===== config.mk =====
export PLATFORM = sky130hd
export DESIGN_NAME = baud_clock_gen
export DESIGN_NICKNAME = d
export VERILOG_FILES = /design/src/pkg/baud_clk_pkg.sv /design/src/hw/tap_prescaler.sv /design/src/hw/frac_divider.sv /design/src/hw/baud_clock_gen.sv
export SDC_FILE = /design/constraint.sdc
export NUM_CORES = 1
export LEC_CHECK = 0
export ABC_AREA = 1
export BUFFER_PORTS_ARGS = -buffer_cell sky130_fd_sc_hd__clkbuf_2
export CORE_MARGIN = 1
export CORE_UTILIZATION = 55
export CTS_BUF_LIST = sky130_fd_sc_hd__clkbuf_8
export DETAILED_ROUTE_END_ITERATION = 12
export PLACE_DENSITY = 0.79
export RECOVER_POWER = 100
export SYNTH_ARGS = -nofsm -noshare
export SYNTH_HDL_FRONTEND = slang
export SYNTH_HIERARCHICAL = 1
export SYNTH_SLANG_ARGS = --single-unit
export TNS_END_PERCENT = 20

===== constraint.sdc =====
create_clock -name clk_i -period 4.5 [get_ports clk_i]
set_input_delay 1.35 -clock clk_i [delete_from_list [all_inputs] [get_ports clk_i]]
set_output_delay 1.35 -clock clk_i [all_outputs]
set_load 0.01 [all_outputs]

===== src/pkg/baud_clk_pkg.sv =====
// Package: register map, field layout, reset values and types of the baud clock block
package baud_clk_pkg;

  // ----------------------------------------------------------------------
  // Register offsets (byte addresses, one aligned word each)
  // ----------------------------------------------------------------------
  localparam logic [3:0] SYS_CTRL_OFS   = 4'h0;
  localparam logic [3:0] BAUD_CTRL_OFS  = 4'h4;
  localparam logic [3:0] BAUD_FRAC_OFS  = 4'h8;
  localparam logic [3:0] MODE_CTRL_OFS  = 4'hC;

  // ----------------------------------------------------------------------
  // Field positions
  // ----------------------------------------------------------------------
  // system_clock_control
  localparam int PRESCALE_SRC_LSB = 0;   // [1:0]
  localparam int PERIPH_SEL_BIT   = 2;
  localparam int GEAR_LSB         = 4;   // [5:4]
  // baud_control_reg
  localparam int DIVISOR_LSB      = 0;   // [3:0]
  localparam int TAP_SEL_LSB      = 4;   // [5:4]
  localparam int FRAC_EN_BIT      = 6;
  // baud_fraction_reg
  localparam int FRAC_LSB         = 0;   // [3:0]
  // mode control
  localparam int UART_MODE_BIT    = 0;
  localparam int CLK_SRC_LSB      = 1;   // [2:1]
  // Status bits in mode control read word
  localparam int STAT_PRESC_RUN   = 8;
  localparam int STAT_SER_CLK     = 9;

  // ----------------------------------------------------------------------
  // Reset values
  // ----------------------------------------------------------------------
  localparam logic [4:0] SYS_CTRL_RST   = 5'h00;
  localparam logic [6:0] BAUD_CTRL_RST  = 7'h00;
  localparam logic [3:0] BAUD_FRAC_RST  = 4'h0;
  localparam logic [2:0] MODE_CTRL_RST  = 3'h1;

  // ----------------------------------------------------------------------
  // Divider constants
  // ----------------------------------------------------------------------
  localparam logic [4:0] DIV_FULL       = 5'h10;  // Divisor field 0 means 16
  localparam logic [4:0] FRAC_BASE      = 5'h10;  // Fraction step is 16 - K
  localparam logic [3:0] OVERSAMPLE_MAX = 4'hF;   // 16x UART oversampling

  // ----------------------------------------------------------------------
  // Types
  // ----------------------------------------------------------------------
  typedef enum logic [1:0] {
    PRESC_DIV16 = 2'b00,
    PRESC_DIV8  = 2'b01,
    PRESC_DIV4  = 2'b10,
    PRESC_RSVD  = 2'b11
  } presc_src_e;

  typedef enum logic [1:0] {
    SRC_BAUD_GEN = 2'b00,
    SRC_SYS_HALF = 2'b01,
    SRC_TIMER    = 2'b10,
    SRC_EXT      = 2'b11
  } clk_src_e;

  typedef struct packed {
    logic [1:0] gear;
    logic       periph_clock_sel;
    logic [1:0] prescale_source_sel;
  } sys_ctrl_s;

  typedef struct packed {
    logic       fraction_enable;
    logic [1:0] baud_input_tap_sel;
    logic [3:0] baud_integer_divisor;
    logic [3:0] baud_fraction_value;
  } baud_cfg_s;

endpackage


===== src/hw/tap_prescaler.sv =====
// Prescaler: base clock enable and four tap enables
`timescale 1ns/10ps
module tap_prescaler (
  input  wire logic                       clk_i,
  input  wire logic                       rst_i,
  input  wire logic                       ce_i,
  input  wire logic                       gear_tick_i,
  input  wire baud_clk_pkg::sys_ctrl_s    ctrl_i,
  input  wire logic                       run_i,
  output logic [3:0]                      tap_o
);

  // ----------------------------------------------------------------------
  // Peripheral clock and base tap
  // ----------------------------------------------------------------------
  logic       periph_tick;
  logic [3:0] pre_cnt_r;
  logic       base_tick;
  logic [5:0] presc_r;

  // Geared tick when select is 0, raw clock when 1 (see RL3)
  assign periph_tick = ctrl_i.periph_clock_sel ? 1'b1 : gear_tick_i;

  always_ff @(posedge clk_i) begin
    if (rst_i) begin
      pre_cnt_r <= 4'h0;
    end else if (ce_i && run_i && periph_tick) begin
      pre_cnt_r <= pre_cnt_r + 4'h1;
    end
  end

  // Base tap is fperiph/16, /8 or /4 (see RL2)
  always_comb begin
    case (baud_clk_pkg::presc_src_e'(ctrl_i.prescale_source_sel))
      baud_clk_pkg::PRESC_DIV16: base_tick = periph_tick && &pre_cnt_r;
      baud_clk_pkg::PRESC_DIV8:  base_tick = periph_tick && &pre_cnt_r[2:0];
      baud_clk_pkg::PRESC_DIV4:  base_tick = periph_tick && &pre_cnt_r[1:0];
      default:                   base_tick = periph_tick && &pre_cnt_r;
    endcase
  end

  // ----------------------------------------------------------------------
  // 6-bit prescaler and output taps
  // ----------------------------------------------------------------------
  // Held in reset while idle, so enabling it restarts phase cleanly
  always_ff @(posedge clk_i) begin
    if (rst_i) begin
      presc_r <= 6'h00;
    end else if (ce_i) begin
      if (!run_i) begin
        presc_r <= 6'h00;                        // see RL4
      end else if (base_tick) begin
        presc_r <= presc_r + 6'h01;              // see RL1
      end
    end
  end

  // Taps divide the base by 1, 4, 16 and 64 (see RL5)
  assign tap_o[0] = run_i && base_tick;
  assign tap_o[1] = run_i && base_tick && &presc_r[1:0];
  assign tap_o[2] = run_i && base_tick && &presc_r[3:0];
  assign tap_o[3] = run_i && base_tick && &presc_r[5:0];

endmodule


===== src/hw/frac_divider.sv =====
// Baud rate divider: integer N or N + (16 - K)/16
`timescale 1ns/10ps
module frac_divider (
  input  wire logic                       clk_i,
  input  wire logic                       rst_i,
  input  wire logic                       ce_i,
  input  wire logic                       in_tick_i,
  input  wire baud_clk_pkg::baud_cfg_s    cfg_i,
  output logic                            out_tick_o
);

  // ----------------------------------------------------------------------
  // Divider counter and phase accumulator
  // ----------------------------------------------------------------------
  logic [4:0] cnt_r;
  logic [3:0] phase_r;
  logic [4:0] divisor;
  logic [4:0] phase_sum;
  logic       stretch;
  logic [4:0] limit;

  // Field 0 means sixteen (see RL19)
  assign divisor = (cfg_i.baud_integer_divisor == 4'h0) ?
                   baud_clk_pkg::DIV_FULL : {1'b0, cfg_i.baud_integer_divisor};

  // Fraction ignored when disabled (see RL11); step 16 - K (see RL20)
  assign phase_sum = {1'b0, phase_r}
                   + (baud_clk_pkg::FRAC_BASE
                      - {1'b0, cfg_i.baud_fraction_value});
  assign stretch   = cfg_i.fraction_enable && phase_sum[4];   // see RL12
  assign limit     = stretch ? divisor : divisor - 5'h01;
  assign out_tick_o = in_tick_i && (cnt_r >= limit);          // see RL10

  always_ff @(posedge clk_i) begin
    if (rst_i) begin
      cnt_r <= 5'h00;
    end else if (ce_i && in_tick_i) begin
      cnt_r <= (cnt_r >= limit) ? 5'h00 : cnt_r + 5'h01;
    end
  end

  // Carry out of the accumulator adds one input period (see RL20)
  always_ff @(posedge clk_i) begin
    if (rst_i) begin
      phase_r <= 4'h0;
    end else if (ce_i) begin
      if (!cfg_i.fraction_enable) begin
        phase_r <= 4'h0;
      end else if (out_tick_o) begin
        phase_r <= phase_sum[3:0];
      end
    end
  end

endmodule


===== src/hw/baud_clock_gen.sv =====
// Serial baud clock generator with classic Wishbone register slave
//
// Behaviour
// RL1 - A 6-bit prescaler divides the chosen peripheral clock.
// RL2 - Source select 00, 01, 10 gives peripheral clock /16, /8, /4.
// RL3 - Peripheral select 0 uses geared clock, 1 uses the raw clock.
// RL4 - Prescaler runs only when baud generator is the serial source.
// RL5 - Prescaler taps divide its base by 1, 4, 16 and 64.
// RL6 - Software keeps every used tap below half the system clock.
// RL7 - Software leaves the gear alone while the channel is active.
// RL8 - Software avoids prohibited fast tap combinations with raw clock.
// RL9 - Two-bit tap select routes one tap into the baud generator.
// RL10 - Generator divides by 1, by N plus fraction, or by 16.
// RL11 - Fraction off: fraction ignored, divide by integer N 1 to 16.
// RL12 - Fraction on: divide by N + (16 - K)/16.
// RL13 - Software clears fraction enable when N is 1 or 16.
// RL14 - Synchronous mode uses no fraction; integer N only.
// RL15 - UART mode: generator output is a 16x oversampling clock.
// RL16 - UART mode may bypass the generator with half system clock.
// RL17 - Synchronous mode halves the generator output for shift clock.
// RL18 - Unbuffered synchronous mode needs divisor 2 or more on fastest tap.
// RL19 - Divisor field 0 means sixteen; 1 to 15 are themselves.
// RL20 - Fraction made by stretching periods via 4-bit phase accumulator.
//
// The register addresses and the Wishbone slave port were left to the implementer.
`timescale 1ns/10ps
module baud_clock_gen (
  input  wire logic        clk_i,
  input  wire logic        rst_i,
  input  wire logic        ce_i,
  input  wire logic        gear_tick_i,
  input  wire logic        timer_tick_i,
  input  wire logic        ext_tick_i,
  input  wire logic        cyc_i,
  input  wire logic        stb_i,
  input  wire logic        we_i,
  input  wire logic [3:0]  adr_i,
  input  wire logic [3:0]  sel_i,
  input  wire logic [31:0] dat_i,
  output logic [31:0]      dat_o,
  output logic             ack_o,
  output logic             err_o,
  output logic             ser_tick_o,
  output logic             bit_tick_o
);

  // ----------------------------------------------------------------------
  // Configuration registers
  // ----------------------------------------------------------------------
  baud_clk_pkg::sys_ctrl_s sys_r;
  logic [6:0]              baud_ctrl_r;
  logic [3:0]              baud_frac_r;
  logic                    uart_mode_r;
  logic [1:0]              clk_src_r;
  baud_clk_pkg::baud_cfg_s cfg;

  // ----------------------------------------------------------------------
  // Datapath signals
  // ----------------------------------------------------------------------
  logic       presc_run;
  logic [3:0] taps;
  logic       gen_in;
  logic       gen_out;
  logic       sys_half_r;
  logic       shift_half_r;
  logic [3:0] over_r;
  logic       src_tick;
  logic       ser_nxt;
  logic       bit_nxt;

  // ----------------------------------------------------------------------
  // Bus decode
  // ----------------------------------------------------------------------
  logic        req;
  logic        wr;
  logic        hit;
  logic [31:0] rd_nxt;

  assign req = cyc_i && stb_i && !ack_o && !err_o;
  assign wr  = req && we_i && sel_i[0];
  assign hit = (adr_i == baud_clk_pkg::SYS_CTRL_OFS)
            || (adr_i == baud_clk_pkg::BAUD_CTRL_OFS)
            || (adr_i == baud_clk_pkg::BAUD_FRAC_OFS)
            || (adr_i == baud_clk_pkg::MODE_CTRL_OFS);

  always_comb begin
    rd_nxt = 32'h0000_0000;
    case (adr_i)
      baud_clk_pkg::SYS_CTRL_OFS: begin
        rd_nxt[baud_clk_pkg::PRESCALE_SRC_LSB +: 2] = sys_r.prescale_source_sel;
        rd_nxt[baud_clk_pkg::PERIPH_SEL_BIT]        = sys_r.periph_clock_sel;
        rd_nxt[baud_clk_pkg::GEAR_LSB +: 2]         = sys_r.gear;
      end
      baud_clk_pkg::BAUD_CTRL_OFS: rd_nxt[6:0] = baud_ctrl_r;
      baud_clk_pkg::BAUD_FRAC_OFS: rd_nxt[3:0] = baud_frac_r;
      baud_clk_pkg::MODE_CTRL_OFS: begin
        rd_nxt[baud_clk_pkg::UART_MODE_BIT]    = uart_mode_r;
        rd_nxt[baud_clk_pkg::CLK_SRC_LSB +: 2] = clk_src_r;
        rd_nxt[baud_clk_pkg::STAT_PRESC_RUN]   = presc_run;
        rd_nxt[baud_clk_pkg::STAT_SER_CLK]     = ser_tick_o;
      end
      default: rd_nxt = 32'h0000_0000;
    endcase
  end

  // One-cycle answer; unmapped addresses get err instead of ack
  always_ff @(posedge clk_i) begin
    if (rst_i) begin
      ack_o <= 1'b0;
      err_o <= 1'b0;
      dat_o <= 32'h0000_0000;
    end else if (ce_i) begin
      ack_o <= req && hit;
      err_o <= req && !hit;
      dat_o <= (req && hit && !we_i) ? rd_nxt : 32'h0000_0000;
    end
  end

  // Writes take effect at the edge ending the request cycle, the same edge that raises ack
  always_ff @(posedge clk_i) begin
    if (rst_i) begin
      sys_r       <= baud_clk_pkg::SYS_CTRL_RST;
      baud_ctrl_r <= baud_clk_pkg::BAUD_CTRL_RST;
      baud_frac_r <= baud_clk_pkg::BAUD_FRAC_RST;
      uart_mode_r <= baud_clk_pkg::MODE_CTRL_RST[0];
      clk_src_r   <= baud_clk_pkg::MODE_CTRL_RST[2:1];
    end else if (ce_i && wr) begin
      case (adr_i)
        baud_clk_pkg::SYS_CTRL_OFS: begin
          sys_r.prescale_source_sel <=
            dat_i[baud_clk_pkg::PRESCALE_SRC_LSB +: 2];
          sys_r.periph_clock_sel <= dat_i[baud_clk_pkg::PERIPH_SEL_BIT];
          sys_r.gear             <= dat_i[baud_clk_pkg::GEAR_LSB +: 2];
        end
        baud_clk_pkg::BAUD_CTRL_OFS: baud_ctrl_r <= dat_i[6:0];
        baud_clk_pkg::BAUD_FRAC_OFS: baud_frac_r <= dat_i[3:0];
        baud_clk_pkg::MODE_CTRL_OFS: begin
          uart_mode_r <= dat_i[baud_clk_pkg::UART_MODE_BIT];
          clk_src_r   <= dat_i[baud_clk_pkg::CLK_SRC_LSB +: 2];
        end
        default: uart_mode_r <= uart_mode_r;
      endcase
    end
  end

  // ----------------------------------------------------------------------
  // Prescaler and baud generator
  // ----------------------------------------------------------------------
  // Synchronous mode always uses the generator; only UART picks a source
  assign presc_run = !uart_mode_r
                  || (clk_src_r == baud_clk_pkg::SRC_BAUD_GEN);  // see RL4

  // Synchronous mode forces fraction off regardless of the bit (see RL14)
  assign cfg.fraction_enable =
    baud_ctrl_r[baud_clk_pkg::FRAC_EN_BIT] && uart_mode_r;
  assign cfg.baud_input_tap_sel   = baud_ctrl_r[baud_clk_pkg::TAP_SEL_LSB +: 2];
  assign cfg.baud_integer_divisor = baud_ctrl_r[baud_clk_pkg::DIVISOR_LSB +: 4];
  assign cfg.baud_fraction_value  = baud_frac_r[baud_clk_pkg::FRAC_LSB +: 4];

  tap_prescaler u_presc (
    .clk_i       (clk_i),
    .rst_i       (rst_i),
    .ce_i        (ce_i),
    .gear_tick_i (gear_tick_i),
    .ctrl_i      (sys_r),
    .run_i       (presc_run),
    .tap_o       (taps)
  );

  assign gen_in = taps[cfg.baud_input_tap_sel];                // see RL9

  frac_divider u_div (
    .clk_i      (clk_i),
    .rst_i      (rst_i),
    .ce_i       (ce_i),
    .in_tick_i  (gen_in),
    .cfg_i      (cfg),
    .out_tick_o (gen_out)
  );

  // ----------------------------------------------------------------------
  // Serial clock selection and bit rate
  // ----------------------------------------------------------------------
  // Half system clock toggles freely for the bypass path
  always_ff @(posedge clk_i) begin
    if (rst_i) begin
      sys_half_r <= 1'b0;
    end else if (ce_i) begin
      sys_half_r <= !sys_half_r;
    end
  end

  // Timer and external ticks are assumed already synchronous single pulses
  always_comb begin
    case (baud_clk_pkg::clk_src_e'(clk_src_r))
      baud_clk_pkg::SRC_BAUD_GEN: src_tick = gen_out;
      baud_clk_pkg::SRC_SYS_HALF: src_tick = sys_half_r;      // see RL16
      baud_clk_pkg::SRC_TIMER:    src_tick = timer_tick_i;
      baud_clk_pkg::SRC_EXT:      src_tick = ext_tick_i;
      default:                    src_tick = gen_out;
    endcase
  end

  // UART: every 16th serial tick ends a bit; sync: every 2nd generator tick
  always_comb begin
    if (uart_mode_r) begin
      ser_nxt = src_tick;
      bit_nxt = src_tick
             && (over_r == baud_clk_pkg::OVERSAMPLE_MAX);     // see RL15
    end else begin
      ser_nxt = gen_out && shift_half_r;                       // see RL17
      bit_nxt = gen_out && shift_half_r;
    end
  end

  always_ff @(posedge clk_i) begin
    if (rst_i) begin
      over_r <= 4'h0;
    end else if (ce_i && uart_mode_r && src_tick) begin
      over_r <= over_r + 4'h1;                                 // see RL15
    end
  end

  always_ff @(posedge clk_i) begin
    if (rst_i) begin
      shift_half_r <= 1'b0;
    end else if (ce_i && !uart_mode_r && gen_out) begin
      shift_half_r <= !shift_half_r;                           // see RL17
    end
  end

  always_ff @(posedge clk_i) begin
    if (rst_i) begin
      ser_tick_o <= 1'b0;
      bit_tick_o <= 1'b0;
    end else if (ce_i) begin
      ser_tick_o <= ser_nxt;
      bit_tick_o <= bit_nxt;
    end
  end

endmodule


# Word-level counts from Yosys, hierarchy flattened
# Cells that the tools add are included.
# op_classes
addsub	7
n_lt_le_gt_ge	2
n_eq_ne	11
muxes	20
reduce_logical	54
# op_table
cell	count
1-bit logical AND	28
2-bit AND reduction	8
5-bit 2-to-1 mux	3
4-bit == test, second input constant	3
6-bit 2-to-1 mux	2
3-bit case mux with 4 select lines	1
10-bit 2-to-1 mux	1
4-bit by 1-bit adder with 4-bit output, second input constant	2
4-bit zero test	2
4-bit 2-to-1 mux	2
4-bit AND reduction	2
1-bit zero test	7
6-bit by 1-bit adder with 6-bit output, second input constant	1
2-bit == test, second input constant	3
6-bit AND reduction	1
4-bit by 5-bit adder with 5-bit output	1
5-bit by 1-bit adder with 5-bit output, second input constant	1
5-bit greater-or-equal comparator	1
1-bit 2-to-1 mux	5
5-bit by 1-bit subtractor with 5-bit output, second input constant	1
5-bit by 4-bit subtractor with 5-bit output, first input constant	1
2-bit by 1-bit == test with 1-bit output, second input constant	2
4-bit by 3-bit == test with 1-bit output, second input constant	1
1-bit logical OR	4
9 further kinds	11
# totals
reg_bits	80
input_bits	49
output_inout_bits	36
wordCells	113

# Logic depth before layout (Yosys ltp)
# depth
word_depth	11
mapped_depth	24
ltp_nobuf	24

# Cells and area by module
# The synthesis kept the hierarchy.
# by_module_without_submodules
mod	instances	cells_each	area_per_inst_um2	seq_area_each_um2
baud_clock_gen	1	280	1968.1	760.7
frac_divider	1	125	850.8	180.2
tap_prescaler	1	97	648.1	200.2

# Worst setup path before layout
# OpenSTA, ideal clock, no wires.
# synth_path
path_kind	input-to-reg
from	input port gear_tick_i
to	register over_r[2]
arrival_time_ns	2.838
slack_ns	1.529
cell_stages	13
path_cell_list	nor2_4 > nor2_1 > nand2_1 > nor3_1 > nand2_1 > a32oi_1 > inv_1 > nor2_1 > nand3_1 > nand2_1 > nand2_1 > nand2_1 > a21oi_1
# synth_via
elab_chain_len	10
word_cells_on_any_way	14
classes_between	mux: 5; reduce/logical: 9
# synth_rtl
item	line_no	rtl
start: declaration	baud_clock_gen.sv:31	input wire logic gear_tick_i,
1-bit 2-to-1 mux *	tap_prescaler.sv:22	assign periph_tick = ctrl_i.periph_clock_sel ? 1'b1 : gear_tick_i;
1-bit logical AND, on equally long branches	n/a	
1-bit case mux with 2 select lines *	tap_prescaler.sv:34	case (baud_clk_pkg::presc_src_e'(ctrl_i.prescale_source_sel))
1-bit logical AND * (2 in series)	tap_prescaler.sv:62	assign tap_o[3] = run_i && base_tick && &presc_r[5:0];
net taps[3]	baud_clock_gen.sv:61	logic [3:0] taps;
1-bit binary-select mux with 2-bit select *	baud_clock_gen.sv:170	assign gen_in = taps[cfg.baud_input_tap_sel];
1-bit 2-to-1 mux (implied by the code) *	baud_clock_gen.sv:170	
net gen_in	baud_clock_gen.sv:62	logic gen_in;
1-bit logical AND *	frac_divider.sv:32	assign out_tick_o = in_tick_i && (cnt_r >= limit);
net gen_out	baud_clock_gen.sv:63	logic gen_out;
1-bit case mux with 4 select lines *	baud_clock_gen.sv:195	case (baud_clk_pkg::clk_src_e'(clk_src_r))
1-bit logical AND *	baud_clock_gen.sv:219	end else if (ce_i && uart_mode_r && src_tick) begin
end signal: assignment	baud_clock_gen.sv:220	over_r <= over_r + 4'h1;
end: declaration	baud_clock_gen.sv:66	logic [3:0] over_r;
# The timed path passes the listed nets; every way through them passes the cells marked *. The select of a mux whose other input is x is not followed.
# A chain may end at the register's enable or synchronous reset.

# Worst setup path in the final report
# layout_path
from	register baud_frac_r[2]
to	register over_r[2]
# layout_via
elab_chain_len	8
# layout_rtl
item	line_no	rtl
start: declaration	baud_clock_gen.sv:52	logic [3:0] baud_frac_r;
start signal: assignment	baud_clock_gen.sv:124	baud_frac_r <= baud_clk_pkg::BAUD_FRAC_RST;
start signal: assignment	baud_clock_gen.sv:136	baud_clk_pkg::BAUD_FRAC_OFS: baud_frac_r <= dat_i[3:0];
5-bit by 4-bit subtractor with 5-bit output	frac_divider.sv:29	- {1'b0, cfg_i.baud_fraction_value});
4-bit by 5-bit adder with 5-bit output	frac_divider.sv:28	+ (baud_clk_pkg::FRAC_BASE
1-bit logical AND	frac_divider.sv:30	assign stretch = cfg_i.fraction_enable && phase_sum[4];
5-bit 2-to-1 mux	frac_divider.sv:31	assign limit = stretch ? divisor : divisor - 5'h01;
5-bit greater-or-equal comparator	frac_divider.sv:32	
1-bit logical AND	frac_divider.sv:32	
net gen_out	baud_clock_gen.sv:63	
1-bit case mux with 4 select lines	baud_clock_gen.sv:195	
1-bit logical AND	baud_clock_gen.sv:219	
# The timed path passes the listed nets, and every way through them passes these cells.

==> results.ini <==
[run_status]
status=finished clean

[worst_hold_path]
hold_path_class=reg -> reg
min_to=dat_o[1]$_SDFFE_PP0P_
hp-start=dat_o[1]$_SDFFE_PP0P_
hold_path_depth=2

[cts]
clock_sinks=57
cts-hold-fix-buffers=0
insertion_delay_ns=0.34
cts-resized-gates=0
ctsRootBufferMaster=clkbuf_8
htreeDepth=3
cts_made_buffers=9
clk_pin_slew_worst_paths_ns=0.07
cts_tree=built
post_cts_buffers=0
clk_path_buf_depth=2

[sta]
fin_skew_ns=0.0113
fmax_ghz=0.272
tightest_slew_ns=1.31
rsz0062_at_grt=no
fin_tns_setup_ns=0
final_hold_viol_count=0
finalCritPeriodShare_pct=81.7
period_minus_slack_ns=3.68
setup_violations=0
drv_slew=0
fin_ws_ns=0.823
slew_headroom_pct=12.5

[global_routing]
grt_pass1_wl_mm=12.1
grt.overflow.total=0
grt_pass1_vias=2832
gr-usage-all-layers_pct=23.8
antenna_found_initial=0
grt_max_degree=29

[critical_path]
crit_family=simple AND/OR/NAND/NOR gates
cp_slowest_cell=o21ai_0
r2r_slack_ns=0.82
cp-start-kind=register
reg2reg_from=baud_frac_r[2]$_SDFFE_PP0P_
cp.arrival_ns=3.84
path_max_fanout=7
reg2regPathDepth=22
critPathLaunch=baud_frac_r[2]$_SDFFE_PP0P_
worst-path-buf-inv=4
crit_type=reg -> reg
crit_chain=inv_1 > ha_1 > inv_1 > nor2_1 > nor2_1 > nor2_1 > o21ai_0 > nand2_2 > o21ai_0 > inv_1 > ha_1 > nand2_1 > nor2_1 > nand2_1 > nand3_1 > inv_1 > nor2_1 > nand3_1 > nand2_1 > nand2_1 > nand2_1 > a21oi_1
reg2reg_to=over_r[2]$_SDFFE_PP0P_
cp.required_ns=4.66
endpoint_kind=register
slowest_delay_ns=0.55

[cells_and_area]
antennaDiodeCount=0
fin_util_pct=61.9
fin_nets=607
fillers=591
syn_to_final_growth_pct=7.00
drive_gt1_share_pct=10.5

[placed_design]
gp_congestion=0.870
dp_slack_ns=0.970
dp_hpwl_mm=5.61
port_buffers=33

[logic_synthesis]
yosys_warnings=6
syn_inst=502
netlist_area_sq_um=3470
avgSynthCellArea_sq_um=6.91
synthTopCellsByArea=dfxtp_1 (33%), nand2_1 (10%), nor2_1 (7.7%), nand3_1 (6.8%), ha_1 (6.5%)
synth.largest_area_cell=dfxtp_1
ys_seq_area_share_pct=32.9
ys_ff_latch=57
synthDistinctLibCells=40
synth_top_area_share_pct=32.9

[flow_run]
drv_cap=0

[floorplan]
dieArea_sq_um=6630
die_y_microns=81.4
start_util_pct=57.9
rows=28
die_w_microns=81.4
boundaryPins=85
core_sq_um=5990

[pwr]
p_leak_uw=0.00170
p_per_area_nw_per_um2=286
peakVddDrop_v=0.000200

[drt]
routed_wl_mm=7.46
remaining_drc_errors=0
wl_per_cell_microns=12.0
ant_nets=0
drt_iter0_markers=218
via_per_inst=5.05
dr.pass1.iters=5
vias=3123

==> worst max path at each step <==
stage	cells after the start	to
after global routing	22	over_r[2]$_SDFFE_PP0P_
after CTS	23	over_r[2]$_SDFFE_PP0P_
after floorplan	13	over_r[2]$_SDFFE_PP0P_
after detailed placement	14	over_r[3]$_SDFFE_PP0P_
after global placement	14	over_r[2]$_SDFFE_PP0P_
final	22	over_r[2]$_SDFFE_PP0P_
==> flip-flops by register name, summed over array words and instances (netlist names) <==
signal and cells:
ack_o 1, baud_ctrl_r 7, baud_frac_r 4, bit_tick_o 1, clk_src_r 2, dat_o 9, err_o 1, over_r 4
ser_tick_o 1, shift_half_r 1, sys_half_r 1, sys_r 5, u_div/cnt_r 5, u_div/phase_r 4, u_presc/pre_cnt_r 4, u_presc/presc_r 6
uart_mode_r 1
==> final cells by class <==
cell class | count | area, sq um | share of cell area, %
clock buffer | 10 | 138 | 3.71
clock inverter | 6 | 58.8 | 1.59
inverter | 65 | 250 | 6.75
multi-input combinational | 372 | 1880 | 50.7
sequential | 57 | 1140 | 30.8
tap | 75 | 93.8 | 2.53
timing repair buffer | 34 | 149 | 4.01
==> worst register-to-register path: stages (launching register included) <==
cell and delay [ns]:
dfxtp_1 0.36, inv_1 0.06, ha_1 0.32, inv_1 0.10, nor2_1 0.05, nor2_1 0.08, nor2_1 0.04, o21ai_0 0.55
nand2_2 0.14, o21ai_0 0.18, inv_1 0.06, ha_1 0.29, nand2_1 0.07, nor2_1 0.10, nand2_1 0.06, nand3_1 0.09
inv_1 0.08, nor2_1 0.26, nand3_1 0.14, nand2_1 0.21, nand2_1 0.13, nand2_1 0.08, a21oi_1 0.05
==> cells in the mapped netlist (all sizes together) <==
cell	number
nand3b	3
buf	26
nor2	83
xnor2	4
o211ai	1
ha	18
conb	1
fa	1
a21oi	35
and2	1
a31oi	1
nand2	102
clkinv	3
a32oi	1
inv	62
dfxtp	57
xor2	3
and3	1
nand4	5
nand3	51
nor3	3
o21ai	33
a211oi	1
or2	2
clkbuf	4
==> where the power goes <==
part           switching, uW  internal, uW
logic                   51.8          18.6
clock network            211           266
registers               3.55           509
==> cells by family (layout without fill, tap and decap cells) <==
family	count (synthesis)	after routing	synth area share [%]
fa+ha+maj	19	19	7.07
xor+xnor	7	7	1.77
buf+inv	95	115	13.4
other cells	1	23	0.108
compound gates	72	72	11.0
simple gates	251	251	33.7
flops	57	57	32.9
==> metrics by stage <==
step                hold slack (ns)  area (sq um)  cells  power, uW
floorplan                     0.452          3550    524        587
global placement              0.456          3600    603        597
detailed placement            0.463          3600    603        598
CTS                           0.474          3800    619       1070
global route                  0.493          3710    619       1100
finish                        0.470          3710    619       1060
==> per-layer routing <==
layer / up-vias / routed length, microns / GRT usage, %
li1: 1643 / - / -
met1: 1414 / 3460 / 28.8
met2: 54 / 3620 / 40.5
met3: 12 / 255 / 4.04
met4: 0 / 125 / 11.6
met5: - / 0 / 0
==> placed cells by master (no fill, tap or decap) <==
cell	synthesis	layout
fa_1	1	1
a21oi_1	35	35
xnor2_1	4	4
nor2_1	71	76
nand2_1	92	95
xor2_1	3	3
nand3_2	3	2
clkbuf_2	0	17
nor3_2	1	1
a211oi_1	1	1
clkinv_1	1	1
clkinv_4	1	1
clkinv_2	1	3
nor3_1	2	2
nand2_4	2	1
clkbuf_8	0	10
dfxtp_1	57	57
nor2_4	5	3
a32oi_1	1	1
and3_1	1	1
a31oi_1	1	1
or2_4	1	1
nand3b_1	3	3
inv_1	54	58
clkbuf_1	4	17
o21ai_0	18	33
and2_1	1	1
inv_2	8	5
o211ai_1	1	1
bufinv_16	0	1
ha_1	18	18
clkinvlp_4	0	2
nand3_1	47	49
or2_1	1	1
nand2_2	8	6
conb_1	1	23
nand4_1	5	5
nor2_2	7	4
Power figures use the tool's default switching activity.
